File: src/core/sdram_cmd_params.svh
// Timing counts and pin encodings for the command and state control block
`ifndef SDRAM_CMD_PARAMS_SVH
`define SDRAM_CMD_PARAMS_SVH
`define CLK_PERIOD_NS      50
`define PRECHARGE_NS       20
`define ACT_ACCESS_NS      20
`define REFRESH_CYCLE_NS   70
`define MODE_LOAD_NS       14
`define SELF_REF_EXIT_NS   80
// Least times round up to whole cycles, never below one
`define CYC_UP(t) (((t) + `CLK_PERIOD_NS - 1) / `CLK_PERIOD_NS < 1 ? 1 : \
                   ((t) + `CLK_PERIOD_NS - 1) / `CLK_PERIOD_NS)
`define PRECHARGE_CYC      `CYC_UP(`PRECHARGE_NS)
`define ACT_ACCESS_CYC     `CYC_UP(`ACT_ACCESS_NS)
`define REFRESH_CYCLE_CYC  `CYC_UP(`REFRESH_CYCLE_NS)
`define MODE_LOAD_CYC      `CYC_UP(`MODE_LOAD_NS)
`define SELF_REF_EXIT_CYC  `CYC_UP(`SELF_REF_EXIT_NS)
`define MIN_EXIT_NOPS      2
`define AP_BIT             10
`define BANK_COUNT         4
`define CNT_W              8
`endif

File: src/core/sdram_cmd_pkg.sv
// Types shared by both ends of the command link
package sdram_cmd_pkg;
  typedef enum logic [3:0] {
    CMD_INHIBIT = 4'h0, CMD_NOP = 4'h1, CMD_ACTIVE = 4'h2, CMD_READ = 4'h3,
    CMD_WRITE = 4'h4, CMD_PRECHARGE = 4'h5, CMD_REFRESH = 4'h6,
    CMD_LOAD_MODE = 4'h7, CMD_TERMINATE = 4'h8, CMD_ILLEGAL = 4'h9
  } cmd_t;
  typedef enum logic [7:0] {
    BK_IDLE = 8'h01, BK_ACTIVATING = 8'h02, BK_ACTIVE = 8'h04, BK_READ = 8'h08,
    BK_WRITE = 8'h10, BK_READ_AP = 8'h20, BK_WRITE_AP = 8'h40, BK_PRECHARGING = 8'h80
  } bank_state_t;
  typedef enum logic [6:0] {
    DV_NORMAL = 7'h01, DV_POWER_DOWN = 7'h02, DV_SELF_REFRESH = 7'h04,
    DV_SR_EXIT = 7'h08, DV_SUSPEND = 7'h10, DV_REFRESHING = 7'h20, DV_MODE_LOAD = 7'h40
  } dev_state_t;
endpackage

File: src/core/sdram_cmd_if.sv
// Command pins between memory controller and device
`timescale 1ns/100ps
interface sdram_cmd_if;
  logic        clock_enable;
  logic        chip_select_n;
  logic        row_strobe_n;
  logic        column_strobe_n;
  logic        write_enable_n;
  logic [1:0]  bank_addr;
  logic [11:0] addr;
  modport device (input clock_enable, chip_select_n, row_strobe_n, column_strobe_n,
                  write_enable_n, bank_addr, addr);
  modport controller (output clock_enable, chip_select_n, row_strobe_n,
                      column_strobe_n, write_enable_n, bank_addr, addr);
endinterface

File: src/core/sdram_bank_fsm.sv
// One bank's state tracker with its own interval counter
`timescale 1ns/100ps
`include "sdram_cmd_params.svh"
module sdram_bank_fsm #(
  parameter int CNT_W = `CNT_W
) (
  input  wire logic                        ref_clk_in,
  input  wire logic                        srst_in,
  input  wire logic                        live_in,
  input  wire sdram_cmd_pkg::cmd_t         cmd_in,
  input  wire logic                        hit_in,
  input  wire logic                        all_in,
  input  wire logic                        auto_pre_in,
  input  wire logic                        term_in,
  output      sdram_cmd_pkg::bank_state_t  state_out
);
  localparam logic [CNT_W-1:0] PRE_CNT = CNT_W'(`PRECHARGE_CYC);
  localparam logic [CNT_W-1:0] ACT_CNT = CNT_W'(`ACT_ACCESS_CYC);
  logic [CNT_W-1:0] count;
  logic             count_done;
  assign count_done = (count <= CNT_W'(1));

  // Bank state and interval counter advance together
  always_ff @(posedge ref_clk_in)
  begin
    if (srst_in)
    begin
      state_out <= sdram_cmd_pkg::BK_IDLE;
      count     <= '0;
    end
    else if (live_in)
    begin
      if (count != '0)
        count <= count - CNT_W'(1);
      case (state_out)
        sdram_cmd_pkg::BK_IDLE:
        begin
          if (hit_in && cmd_in == sdram_cmd_pkg::CMD_ACTIVE)
          begin
            state_out <= sdram_cmd_pkg::BK_ACTIVATING;
            count     <= ACT_CNT;
          end
          // Precharge of an idle bank acts as no-op here
        end
        sdram_cmd_pkg::BK_ACTIVATING, sdram_cmd_pkg::BK_PRECHARGING,
        sdram_cmd_pkg::BK_READ_AP, sdram_cmd_pkg::BK_WRITE_AP:
        begin
          if (count_done)
            state_out <= (state_out == sdram_cmd_pkg::BK_ACTIVATING) ?
                         sdram_cmd_pkg::BK_ACTIVE : sdram_cmd_pkg::BK_IDLE;
        end
        default:
        begin
          // Row active, read or write without auto precharge
          if ((hit_in || all_in) && cmd_in == sdram_cmd_pkg::CMD_PRECHARGE)
          begin
            state_out <= sdram_cmd_pkg::BK_PRECHARGING;
            count     <= PRE_CNT;
          end
          else if (hit_in && (cmd_in == sdram_cmd_pkg::CMD_READ ||
                              cmd_in == sdram_cmd_pkg::CMD_WRITE))
          begin
            // Both auto precharge variants accepted
            if (auto_pre_in)
            begin
              state_out <= (cmd_in == sdram_cmd_pkg::CMD_READ) ?
                           sdram_cmd_pkg::BK_READ_AP : sdram_cmd_pkg::BK_WRITE_AP;
              count     <= PRE_CNT;
            end
            else
              state_out <= (cmd_in == sdram_cmd_pkg::CMD_READ) ?
                           sdram_cmd_pkg::BK_READ : sdram_cmd_pkg::BK_WRITE;
          end
          else if (term_in && state_out != sdram_cmd_pkg::BK_ACTIVE)
            state_out <= sdram_cmd_pkg::BK_ACTIVE;
        end
      endcase
    end
  end
endmodule

File: src/core/sdram_cmd_device.sv
// Device end: clock enable history, command decode and bank states
// Notes on behaviour
// - Low clock enable twice keeps low-power state
// - Falling enable enters power-down, self refresh, suspend
// - Power-down exit idle by next edge
// - Self refresh exit idles after exit time
// - Controller sends only no-ops during exit time
// - Suspend exit resumes; next command at n+1
// - Controller sends only permitted sequences
// - Inhibit and no-op continue previous operation
// - Decode active, refresh, mode load, precharge
// - Active bank accepts read, write, precharge
// - Read burst accepts read, write, terminate, precharge
// - Write burst accepts read, write, terminate, precharge
// - Precharge of idle bank is a no-op
// - Refresh and mode load need all idle
// - Terminate stops most recent burst, any bank
// - Precharge-all only from valid bank states
// - Idle after precharge period; active after delay
// - No commands to a busy bank
// - Auto precharge states end idle after period
// - Only no-ops during refresh, mode load
// - Bank decode only with enable high twice
// - Both auto precharge variants accepted
`timescale 1ns/100ps
`include "sdram_cmd_params.svh"
module sdram_cmd_device #(
  parameter int BANKS = `BANK_COUNT,
  parameter int CNT_W = `CNT_W
) (
  input  wire logic                        ref_clk_in,
  input  wire logic                        srst_in,
  sdram_cmd_if.device                      link,
  output      sdram_cmd_pkg::dev_state_t   dev_state_out,
  output      sdram_cmd_pkg::cmd_t         cmd_out,
  output      logic [BANKS-1:0]            bank_idle_out,
  output      logic                        protocol_error_out
);
  localparam logic [CNT_W-1:0] RFC_CNT = CNT_W'(`REFRESH_CYCLE_CYC);
  localparam logic [CNT_W-1:0] MRD_CNT = CNT_W'(`MODE_LOAD_CYC);
  localparam logic [CNT_W-1:0] XSR_CNT = CNT_W'(`SELF_REF_EXIT_CYC);
  localparam logic [2:0]       MIN_NOPS = 3'(`MIN_EXIT_NOPS);

  // Pins come from the other party: two stages before use
  logic       cke_s1, cke_s2, cke_prev;
  logic [3:0] cmd_s1, cmd_s2;
  logic [1:0] ba_s1, ba_s2;
  logic [11:0] a_s1, a_s2;
  always_ff @(posedge ref_clk_in)
  begin
    cke_s1   <= link.clock_enable;
    cke_s2   <= cke_s1;
    cke_prev <= srst_in ? 1'b0 : cke_s2;
    cmd_s1   <= {link.chip_select_n, link.row_strobe_n,
                 link.column_strobe_n, link.write_enable_n};
    cmd_s2   <= cmd_s1;
    ba_s1    <= link.bank_addr;
    ba_s2    <= ba_s1;
    a_s1     <= link.addr;
    a_s2     <= a_s1;
  end

  // Pin decode
  sdram_cmd_pkg::cmd_t cmd;
  always_comb
  begin
    if (cmd_s2[3])
      cmd = sdram_cmd_pkg::CMD_INHIBIT;
    else
    begin
      case (cmd_s2[2:0])
        3'h7:    cmd = sdram_cmd_pkg::CMD_NOP;
        3'h3:    cmd = sdram_cmd_pkg::CMD_ACTIVE;
        3'h1:    cmd = sdram_cmd_pkg::CMD_REFRESH;
        3'h0:    cmd = sdram_cmd_pkg::CMD_LOAD_MODE;
        3'h2:    cmd = sdram_cmd_pkg::CMD_PRECHARGE;
        3'h5:    cmd = sdram_cmd_pkg::CMD_READ;
        3'h4:    cmd = sdram_cmd_pkg::CMD_WRITE;
        3'h6:    cmd = sdram_cmd_pkg::CMD_TERMINATE;
        default: cmd = sdram_cmd_pkg::CMD_ILLEGAL;
      endcase
    end
  end

  logic nop_like;
  assign nop_like = (cmd == sdram_cmd_pkg::CMD_INHIBIT) || (cmd == sdram_cmd_pkg::CMD_NOP);

  sdram_cmd_pkg::bank_state_t bank_st [BANKS];
  logic all_idle, any_burst, any_busy, live;
  logic [CNT_W-1:0] dcount;
  logic [2:0]       nop_count;
  logic [1:0]       last_burst_bank;

  always_comb
  begin
    all_idle  = 1'b1;
    any_burst = 1'b0;
    any_busy  = 1'b0;
    for (int i = 0; i < BANKS; i++)
    begin
      all_idle  &= (bank_st[i] == sdram_cmd_pkg::BK_IDLE);
      any_burst |= (bank_st[i] == sdram_cmd_pkg::BK_READ) ||
                   (bank_st[i] == sdram_cmd_pkg::BK_WRITE) ||
                   (bank_st[i] == sdram_cmd_pkg::BK_READ_AP) ||
                   (bank_st[i] == sdram_cmd_pkg::BK_WRITE_AP);
      any_busy  |= (bank_st[i] == sdram_cmd_pkg::BK_ACTIVATING) ||
                   (bank_st[i] == sdram_cmd_pkg::BK_PRECHARGING) ||
                   (bank_st[i] == sdram_cmd_pkg::BK_READ_AP) ||
                   (bank_st[i] == sdram_cmd_pkg::BK_WRITE_AP);
    end
  end

  // Bank decode only with enable high at both edges in normal state
  assign live = cke_prev && cke_s2 && (dev_state_out == sdram_cmd_pkg::DV_NORMAL);

  // Device-wide state on enable history
  always_ff @(posedge ref_clk_in)
  begin
    if (srst_in)
    begin
      dev_state_out <= sdram_cmd_pkg::DV_NORMAL;
      dcount        <= '0;
      nop_count     <= '0;
    end
    else
    begin
      if (dcount != '0)
        dcount <= dcount - CNT_W'(1);
      case (dev_state_out)
        sdram_cmd_pkg::DV_NORMAL:
        begin
          if (cke_prev && !cke_s2)
          begin
            if (all_idle && nop_like)
              dev_state_out <= sdram_cmd_pkg::DV_POWER_DOWN;
            else if (all_idle && cmd == sdram_cmd_pkg::CMD_REFRESH)
              dev_state_out <= sdram_cmd_pkg::DV_SELF_REFRESH;
            else if (any_burst)
              dev_state_out <= sdram_cmd_pkg::DV_SUSPEND;
          end
          else if (live && cmd == sdram_cmd_pkg::CMD_REFRESH && all_idle)
          begin
            dev_state_out <= sdram_cmd_pkg::DV_REFRESHING;
            dcount        <= RFC_CNT;
          end
          else if (live && cmd == sdram_cmd_pkg::CMD_LOAD_MODE && all_idle)
          begin
            dev_state_out <= sdram_cmd_pkg::DV_MODE_LOAD;
            dcount        <= MRD_CNT;
          end
        end
        // Low-power states held while enable stays low
        sdram_cmd_pkg::DV_POWER_DOWN:
          if (!cke_prev && cke_s2 && nop_like)
            dev_state_out <= sdram_cmd_pkg::DV_NORMAL;
        sdram_cmd_pkg::DV_SELF_REFRESH:
          if (!cke_prev && cke_s2 && nop_like)
          begin
            dev_state_out <= sdram_cmd_pkg::DV_SR_EXIT;
            dcount        <= XSR_CNT;
            nop_count     <= '0;
          end
        sdram_cmd_pkg::DV_SR_EXIT:
        begin
          if (cmd == sdram_cmd_pkg::CMD_NOP && nop_count != 3'h7)
            nop_count <= nop_count + 3'h1;
          if (dcount <= CNT_W'(1))
            dev_state_out <= sdram_cmd_pkg::DV_NORMAL;
        end
        // Command at the exit edge is ignored; next edge decodes
        sdram_cmd_pkg::DV_SUSPEND:
          if (!cke_prev && cke_s2)
            dev_state_out <= sdram_cmd_pkg::DV_NORMAL;
        default:
          if (dcount <= CNT_W'(1))
            dev_state_out <= sdram_cmd_pkg::DV_NORMAL;
      endcase
    end
  end

  // Most recent burst owner, for terminate
  always_ff @(posedge ref_clk_in)
  begin
    if (srst_in)
      last_burst_bank <= 2'h0;
    else if (live && (cmd == sdram_cmd_pkg::CMD_READ || cmd == sdram_cmd_pkg::CMD_WRITE))
      last_burst_bank <= ba_s2;
  end

  // Error flag for sequences the device cannot honour; sticky until reset
  always_ff @(posedge ref_clk_in)
  begin
    if (srst_in)
      protocol_error_out <= 1'b0;
    else if ((dev_state_out == sdram_cmd_pkg::DV_SR_EXIT && !nop_like) ||
             (dev_state_out == sdram_cmd_pkg::DV_SR_EXIT && dcount <= CNT_W'(1) &&
              (nop_count + 3'(cmd == sdram_cmd_pkg::CMD_NOP)) < MIN_NOPS) ||
             (live && (cmd == sdram_cmd_pkg::CMD_READ || cmd == sdram_cmd_pkg::CMD_WRITE) &&
              bank_idle_out[ba_s2]) ||
             ((dev_state_out == sdram_cmd_pkg::DV_REFRESHING ||
               dev_state_out == sdram_cmd_pkg::DV_MODE_LOAD) && !nop_like) ||
             (live && cmd == sdram_cmd_pkg::CMD_ILLEGAL) ||
             (live && (cmd == sdram_cmd_pkg::CMD_REFRESH ||
                       cmd == sdram_cmd_pkg::CMD_LOAD_MODE) && !all_idle) ||
             (live && cmd == sdram_cmd_pkg::CMD_PRECHARGE && a_s2[`AP_BIT] && any_busy))
      protocol_error_out <= 1'b1;
  end

  always_ff @(posedge ref_clk_in)
  begin
    if (srst_in)
      cmd_out <= sdram_cmd_pkg::CMD_INHIBIT;
    else
      cmd_out <= live ? cmd : sdram_cmd_pkg::CMD_INHIBIT;
  end

  for (genvar b = 0; b < BANKS; b++)
  begin : g_bank
    sdram_bank_fsm #(
      .CNT_W (CNT_W)
    ) u_bank (
      .ref_clk_in  (ref_clk_in),
      .srst_in     (srst_in),
      .live_in     (live),
      .cmd_in      (cmd),
      .hit_in      (ba_s2 == 2'(b)),
      .all_in      (a_s2[`AP_BIT]),
      .auto_pre_in (a_s2[`AP_BIT]),
      .term_in     (cmd == sdram_cmd_pkg::CMD_TERMINATE && last_burst_bank == 2'(b)),
      .state_out   (bank_st[b])
    );
    assign bank_idle_out[b] = (bank_st[b] == sdram_cmd_pkg::BK_IDLE);
  end
endmodule

File: src/flat_wrapper.sv
// flat-port wrapper written by rule: the top's interface ports become plain ports
module sdram_cmd_device_flat 
#(
  parameter int BANKS = `BANK_COUNT,
  parameter int CNT_W = `CNT_W
)
  (ref_clk_in, srst_in, dev_state_out, cmd_out, bank_idle_out, protocol_error_out, link_clock_enable, link_chip_select_n, link_row_strobe_n, link_column_strobe_n, link_write_enable_n, link_bank_addr, link_addr);
  sdram_cmd_if link_i ();
  input  wire logic ref_clk_in;
  input  wire logic srst_in;
  output      sdram_cmd_pkg::dev_state_t dev_state_out;
  output      sdram_cmd_pkg::cmd_t cmd_out;
  output      logic [BANKS-1:0] bank_idle_out;
  output      logic protocol_error_out;
  input wire logic [$bits(link_i.clock_enable)-1:0] link_clock_enable;
  input wire logic [$bits(link_i.chip_select_n)-1:0] link_chip_select_n;
  input wire logic [$bits(link_i.row_strobe_n)-1:0] link_row_strobe_n;
  input wire logic [$bits(link_i.column_strobe_n)-1:0] link_column_strobe_n;
  input wire logic [$bits(link_i.write_enable_n)-1:0] link_write_enable_n;
  input wire logic [$bits(link_i.bank_addr)-1:0] link_bank_addr;
  input wire logic [$bits(link_i.addr)-1:0] link_addr;
  assign link_i.clock_enable = link_clock_enable;
  assign link_i.chip_select_n = link_chip_select_n;
  assign link_i.row_strobe_n = link_row_strobe_n;
  assign link_i.column_strobe_n = link_column_strobe_n;
  assign link_i.write_enable_n = link_write_enable_n;
  assign link_i.bank_addr = link_bank_addr;
  assign link_i.addr = link_addr;
  sdram_cmd_device #(.BANKS(BANKS), .CNT_W(CNT_W)) u_core (.ref_clk_in(ref_clk_in), .srst_in(srst_in), .link(link_i), .dev_state_out(dev_state_out), .cmd_out(cmd_out), .bank_idle_out(bank_idle_out), .protocol_error_out(protocol_error_out));
endmodule
File: config.mk
export PLATFORM = sky130hd
export DESIGN_NAME = sdram_cmd_device_flat
export DESIGN_NICKNAME = d
export VERILOG_FILES = /design/src/core/sdram_cmd_pkg.sv /design/src/core/sdram_cmd_if.sv /design/src/core/sdram_bank_fsm.sv /design/src/core/sdram_cmd_device.sv /design/src/flat_wrapper.sv
export VERILOG_INCLUDE_DIRS = /design/src /design/src/core
export SDC_FILE = /design/constraint.sdc
export NUM_CORES = 1
export LEC_CHECK = 0
export BUFFER_PORTS_ARGS = -buffer_cell sky130_fd_sc_hd__buf_4
export CAP_MARGIN = 20
export CORE_ASPECT_RATIO = 0.5
export CORE_MARGIN = 2
export CORE_UTILIZATION = 50
export CTS_CLUSTER_DIAMETER = 50
export DETAILED_ROUTE_END_ITERATION = 8
export GPL_ROUTABILITY_DRIVEN = 0
export PLACE_DENSITY = 0.68
export REMOVE_ABC_BUFFERS = 1
export SLEW_MARGIN = 10
export SYNTH_ARGS = -nofsm -noshare
export SYNTH_HDL_FRONTEND = slang
export SYNTH_SLANG_ARGS = --single-unit
File: constraint.sdc
create_clock -name ref_clk_in -period 3.2 [get_ports ref_clk_in]
set_input_delay 0.48 -clock ref_clk_in [delete_from_list [all_inputs] [get_ports ref_clk_in]]
set_output_delay 0.48 -clock ref_clk_in [all_outputs]
set_load 0.005 [all_outputs]
# --- Yosys cells after proc, flatten, opt, wreduce, memory -nomap -nowiden ---
# Memories as Yosys holds them, arrays and structs flattened. A register that Yosys moved wholly into a read port is not among the register bits.
# Cells that the tools add are included.
word_totals:
  regBits: 126
  romBits: 32
  input_bits: 21
  wordCells: 306
  n_memories: 1
op_classes:
  add_sub_neg: 7
  order_cmp: 7
  n_eq_ne: 69
  muxes: 78
  bitwise: 10
  reduce_logical: 111
memory_table:
  columns: ["memory", "words", "word_bits", "rd", "rd_ports_with_merged_regs", "wr", "line_no", "source"]
  rows:
  - ["(name not given)", 8, 4, 1, 1, 0, "sdram_cmd_device.sv:71", "case (cmd_s2[2:0])"]
op_table:
  columns: ["operator", "n"]
  rows:
  - ["two-way mux 8 bit", 45]
  - ["one-hot mux 8 bit (2 select lines)", 9]
  - ["two-way mux 7 bit", 12]
  - ["logical AND 1 bit", 44]
  - ["less-or-equal comparator 8 x 1 -> 1 bit, second input constant", 5]
  - ["nonzero test 8 bit", 5]
  - ["subtractor 8 x 1 -> 8 bit, second input constant", 5]
  - ["logical OR 1 bit", 38]
  - ["== test 8 x 1 -> 1 bit, second input constant", 4]
  - ["== test 8 x 2 -> 1 bit, second input constant", 4]
  - ["== test 8 x 4 -> 1 bit, second input constant", 4]
  - ["== test 8 x 5 -> 1 bit, second input constant", 4]
  - ["== test 8 x 6 -> 1 bit, second input constant", 4]
  - ["== test 8 x 7 -> 1 bit, second input constant", 4]
  - ["== test 8 bit, second input constant", 4]
  - ["!= test 8 x 3 -> 1 bit, second input constant", 4]
  - ["one-hot mux 7 bit (4 select lines)", 1]
  - ["nonzero test 5 bit", 5]
  - ["two-way mux 3 bit", 6]
  - ["== test 4 x 3 -> 1 bit, second input constant", 4]
  - ["!= test 2 bit, second input constant", 8]
  - ["AND reduction 4 bit", 4]
  - ["OR reduction 4 bit", 4]
  - ["== test 2 bit, second input constant", 4]
  - ["34 further kinds", 51]

# --- Logic depth before layout (Yosys ltp) ---
depth:
  word_depth: 12
  depth_mapped: 10
  ltp_nobuf: 9

# --- Modules after synthesis ---
# Synthesis repeated with hierarchy kept, for this count alone.
unflattened:
  hier_cells: 774
  area_unflattened_um2: 6627.6
modules_own_cells:
  columns: ["mod", "instances", "cells_per_inst", "area_per_inst_um2", "seq_area_each_um2"]
  rows:
  - ["sdram_bank_fsm (u_core.g_bank[0].u_bank ...)", 3, 124, 1062.3, 320.3]
  - ["sdram_cmd_device", 1, 277, 2398.6, 860.8]
  - ["sdram_bank_fsm (u_core.g_bank[3].u_bank)", 1, 125, 1042.2, 320.3]

# --- Worst setup path after synthesis ---
# OpenSTA, ideal clock, no wires.
synth_timing:
  path_kind: "register to register"
  start: "reg u_core.g_bank[1].u_bank.count[0]"
  end: "reg u_core.g_bank[1].u_bank.state_out[4]"
  setup_time_ns: 0.116
  t_arrival_ns: 2.057
  setup_slack_ns: 1.027
  path_stages_with_launch: 10
  path_buffers: 1
  period_less_slack_ns: 2.173
  cell_sequence: "dfxtp_1 inv_1 ha_1 or2_2 a211oi_1 nor3_4 o41ai_2 buf_2 nor3_1 a31o_2"
synth_between:
  elab_chain_cells: 3
synth_rtl:
  columns: ["item", "line_no", "source"]
  rows:
  - ["start: declaration", "sdram_bank_fsm.sv:19", "logic [CNT_W-1:0] count;"]
  - ["start signal: assignment", "sdram_bank_fsm.sv:34", "count <= count - CNT_W'(1);"]
  - ["less-or-equal comparator 8 x 1 -> 1 bit", "sdram_bank_fsm.sv:21", "assign count_done = (count <= CNT_W'(1));"]
  - ["!= test 2 bit (no source line)", null, null]
  - ["AND reduction 4 bit (no source line)", null, null]
  - ["end signal: assignment", "sdram_bank_fsm.sv:28", "state_out <= sdram_cmd_pkg::BK_IDLE;"]
  - ["end signal: assignment", "sdram_bank_fsm.sv:40", "state_out <= sdram_cmd_pkg::BK_ACTIVATING;"]
  - ["end signal: assignment", "sdram_bank_fsm.sv:49", "state_out <= (state_out == sdram_cmd_pkg::BK_ACTIVATING) ?"]
  - ["end: declaration", "sdram_bank_fsm.sv:15", "output sdram_cmd_pkg::bank_state_t state_out"]
# Every way passes these cells.
# A chain may end at the register's enable or synchronous reset.

# --- Worst setup path after layout ---
layout_timing:
  start: "reg u_core.dev_state_out[3]"
  end: "reg u_core.g_bank[0].u_bank.state_out[7]"
layout_between:
  elab_chain_cells: 3
layout_rtl:
  columns: ["item", "line_no", "source"]
  rows:
  - ["start: declaration", "sdram_cmd_device.sv:34", "output sdram_cmd_pkg::dev_state_t dev_state_out,"]
  - ["start signal: assignment", "sdram_cmd_device.sv:121", "dev_state_out <= sdram_cmd_pkg::DV_NORMAL;"]
  - ["start signal: assignment", "sdram_cmd_device.sv:135", "dev_state_out <= sdram_cmd_pkg::DV_POWER_DOWN;"]
  - ["start signal: assignment", "sdram_cmd_device.sv:137", "dev_state_out <= sdram_cmd_pkg::DV_SELF_REFRESH;"]
  - ["== test 7 x 1 -> 1 bit", "sdram_cmd_device.sv:114", "assign live = cke_prev && cke_s2 && (dev_state_out == sdram_cmd_pkg::DV_NORMAL);"]
  - ["logical AND 1 bit", "sdram_cmd_device.sv:114", null]
  - ["AND reduction 4 bit (no source line)", null, null]
  - ["end signal: assignment", "sdram_bank_fsm.sv:66", "state_out <= (cmd_in == sdram_cmd_pkg::CMD_READ) ?"]
  - ["end signal: assignment", "sdram_bank_fsm.sv:71", "state_out <= (cmd_in == sdram_cmd_pkg::CMD_READ) ?"]
  - ["end signal: assignment", "sdram_bank_fsm.sv:75", "state_out <= sdram_cmd_pkg::BK_ACTIVE;"]
  - ["end: declaration", "sdram_bank_fsm.sv:15", null]
# Every way passes these cells.

==> metrics <==
Comb pwr share 21.2%; largest net degree at the start of global routing 41; Final Skew 0.007655 ns; register area share after synthesis 35.77%; DRC viols 0; Clock Path Buffers 2; Seq cells post-synth 107; final hold violation count 0; Pins Over Slew Limit 0; Starting Density 51.02%; Cell Int Power 0.002467 W; Clock Latency Late Sink 0.35 ns; Top FF cell, synth dfxtp_1; post-cts repair resize count 0; total CTS buffers 9; I/O pin cnt 37; Slew @ Worst Pin 0.9390 ns; Final ANT Viol Nets 0; CP bufs+invs 0; RSZ-0062 raised after global routing no; Post-DP HPWL 10.27 mm; flop2flop setup slack 0.52 ns; Slew HR 36.98%; power per standard cell area 529.4 nW/um^2; Leak 2.485 nW; grt ovf 0; Placed Instances 884; sw power 0.001045 W; DR pass1 iterations 5; vias in the first global route 4796; power share of the clock group 35.3%; Layout Nets 766; crit share post-route 83.78%; Core ar. 11740 um^2; CTS tree yes; Root Driver clkbuf_16; max incr delay on CP 0.59 ns; WHS Endpoint u_core.cke_s1$_DFF_P_; fin crit period 2.681 ns; outcome finished clean; initial antenna violation count 0; worst r2r dst u_core.g_bank[0].u_bank.state_out[7]$_SDFFE_PP0P_; sequential power share 43.5%; first-pass GRT wire length 23.29 mm; Fin Setup TNS 0 ns; drt total wl 14.35 mm; synthesis warning total 0; Critical Path AT 2.96 ns; clk slew on worst S/H paths 0.07 ns; WL/cell 15.94 um; ys async rst share 0%; EDFF count, synth 0; Layout area overhead 10.78%; CP max-delay cell or4_4; Vias 5421; cell-by-cell trace of the critical path or4_4 > nor2_4 > nand3_4 > a211oi_1 > o21ai_1 > or3_1 > a21oi_1; ratio of cells with drive above 1 in the final layout 13.06%; die area 12920 um^2; worst vdd ir 0.2429 mV; vias per cell 6.023; final setup fails 0; Total GRT Usage 22.34%; die height 81.39 um; Worst setup EP type flip-flop; crit path kind reg2reg; hold_buf cts 0; startpoint types flip-flop; Hold Crit Start link_clock_enable; IO Port Bufs 25; Site Rows 28; Sw Share 29.76%; cells after synthesis 716; RR Startpoint u_core.dev_state_out[3]$_SDFFE_PP0P_; Hold Path Stages 1; H-tree levels 3; Sink Count 107; CP required 3.48 ns; die span in x 158.8 um; Max Cap Violations 0; mapped cell area 5988 um^2; setup bufs post-CTS 0; Max Freq 373.0 MHz; final cell count without fillers 900; initial drt markers 374; worst hold-check path type in2reg; # diodes 0; Post-Syn Area per Cell 8.363 um^2; CP top delay family simple AND/OR/NAND/NOR gates; Reg2Reg Depth 7; library cells used by synthesis 89; Crit Path Max Fanout 19
==> power by group through the flow <==
stage	Clock, W	Combinational [W]	Sequential (W)
2_1_floorplan	0	0.000564	0.00154
6_report	0.00124	0.000745	0.00153
4_1_cts	0.00126	0.000740	0.00153
3_5_place_dp	0	0.000737	0.00156
5_1_grt	0.00131	0.000835	0.00154
3_3_place_gp	0	0.000725	0.00156
==> cell type report <==
cell class                 instances  area [um^2]
clock buffer                      11        252.7
inverter                          22        82.58
sequential                       107         2142
fill                            1098         5102
timing repair buffer              36        270.3
clock inverter                     5        83.83
tap                              165        206.4
multi-input combinational        554         3596
==> cells in the mapped netlist (4+ instances only) <==
| cell | count | share of area [%] |
|---|---|---|
| nand2b_1 | 12 | 1.3 |
| nor3_1 | 31 | 2.6 |
| nor4_1 | 20 | 2.1 |
| dfxtp_1 | 107 | 36 |
| nand2_1 | 53 | 3.3 |
| buf_2 | 11 | 0.92 |
| nor4b_1 | 12 | 1.8 |
| a211oi_1 | 7 | 0.88 |
| ha_1 | 15 | 3.1 |
| and3_1 | 7 | 0.73 |
| a31o_2 | 8 | 1.2 |
| mux2i_1 | 6 | 1.0 |
| nand4b_1 | 9 | 1.3 |
| o31ai_1 | 7 | 0.88 |
| o211ai_1 | 8 | 1.0 |
| a31oi_1 | 13 | 1.4 |
| a22oi_1 | 4 | 0.50 |
| xor2_1 | 14 | 2.0 |
| or4_1 | 10 | 1.3 |
| xnor2_1 | 14 | 2.0 |
| nand3_1 | 40 | 3.3 |
| inv_1 | 22 | 1.4 |
| nand4_1 | 12 | 1.3 |
| nor2b_1 | 11 | 1.1 |
| or3_1 | 7 | 0.73 |
| a211o_1 | 5 | 0.73 |
| nor3_2 | 5 | 0.84 |
| and4b_1 | 4 | 0.67 |
| clkbuf_1 | 15 | 0.94 |
| o21ai_0 | 32 | 2.7 |
| nor2_1 | 73 | 4.6 |
| a21oi_1 | 31 | 2.6 |
| o21ai_1 | 4 | 0.33 |
==> cells in the final DEF (no fill, tap or decap), drive strengths merged, types with 12 or more instances in the layout <==
| master | instances |
|---|---|
| buf | 36 |
| dfxtp | 107 |
| o21ai | 38 |
| nand2b | 12 |
| xor2 | 14 |
| nor2 | 78 |
| xnor2 | 14 |
| a21oi | 32 |
| a31oi | 13 |
| nor4b | 12 |
| ha | 15 |
| nand4 | 13 |
| inv | 23 |
| nand2 | 53 |
| nor4 | 21 |
| nor3 | 38 |
| nand3 | 43 |
==> routing by layer <==
layer	part of all wire (%)	GRT usage (%)	vias up
met5	0	0	-
met4	1.1	5.505	0
met3	6.1	5.260	17
met2	45	37.21	128
met1	48	29.71	2579
li1	-	-	2697
==> stage by stage <==
stage	total power [W]	area, um^2	utilization [%]	hold slack (ns)	setup slack (ns)
after floorplan	0.002099	5821	-	0.3096	0.8291
after global routing	0.003684	6634	56.52	0.2194	0.3298
after detailed placement	0.002294	6297	53.66	0.3121	0.5570
after global placement	0.002280	6297	53.66	0.3105	0.5668
after CTS	0.003529	6634	56.52	0.2202	0.5222
final	0.003512	6634	56.52	0.2276	0.5190
==> worst max-delay path by stage <==
stage / endpoint / cells after the start / slack, ns / from
after floorplan: u_core.g_bank[2].u_bank.state_out[7]$_SDFFE_PP0P_ / 7 / 0.83 / u_core.dev_state_out[3]$_SDFFE_PP0P_
after global placement: u_core.g_bank[0].u_bank.state_out[7]$_SDFFE_PP0P_ / 7 / 0.57 / u_core.dev_state_out[3]$_SDFFE_PP0P_
after global routing: u_core.g_bank[0].u_bank.state_out[7]$_SDFFE_PP0P_ / 7 / 0.33 / u_core.dev_state_out[3]$_SDFFE_PP0P_
after detailed placement: u_core.g_bank[0].u_bank.state_out[7]$_SDFFE_PP0P_ / 7 / 0.56 / u_core.dev_state_out[3]$_SDFFE_PP0P_
final: u_core.g_bank[0].u_bank.state_out[7]$_SDFFE_PP0P_ / 7 / 0.52 / u_core.dev_state_out[3]$_SDFFE_PP0P_
after CTS: u_core.g_bank[0].u_bank.state_out[7]$_SDFFE_PP0P_ / 7 / 0.52 / u_core.dev_state_out[3]$_SDFFE_PP0P_
==> kinds of logic (layout without fill, tap and decap cells) <==
logic type / after synthesis / count (layout) / share of synthesized area, %
compound gates: 160 / 160 / 18.62
buf+inv: 55 / 74 / 4.179
simple gates: 344 / 344 / 33.01
flops: 107 / 107 / 35.77
mux: 7 / 7 / 1.191
fa+ha+maj: 15 / 15 / 3.134
xor+xnor: 28 / 28 / 4.095
==> sequential cells by signal, indices dropped and copies added, names as in the netlist, 2 cells and up, named ones only <==
register / flops
u_core.ba_s1: 2
u_core.g_bank.u_bank.state_out: 32
u_core.last_burst_bank: 2
u_core.dcount: 8
u_core.dev_state_out: 7
u_core.cmd_out: 4
u_core.nop_count: 3
u_core.ba_s2: 2
u_core.cmd_s1: 4
u_core.g_bank.u_bank.count: 32
No activity file was read; power rests on OpenSTA's default activity.
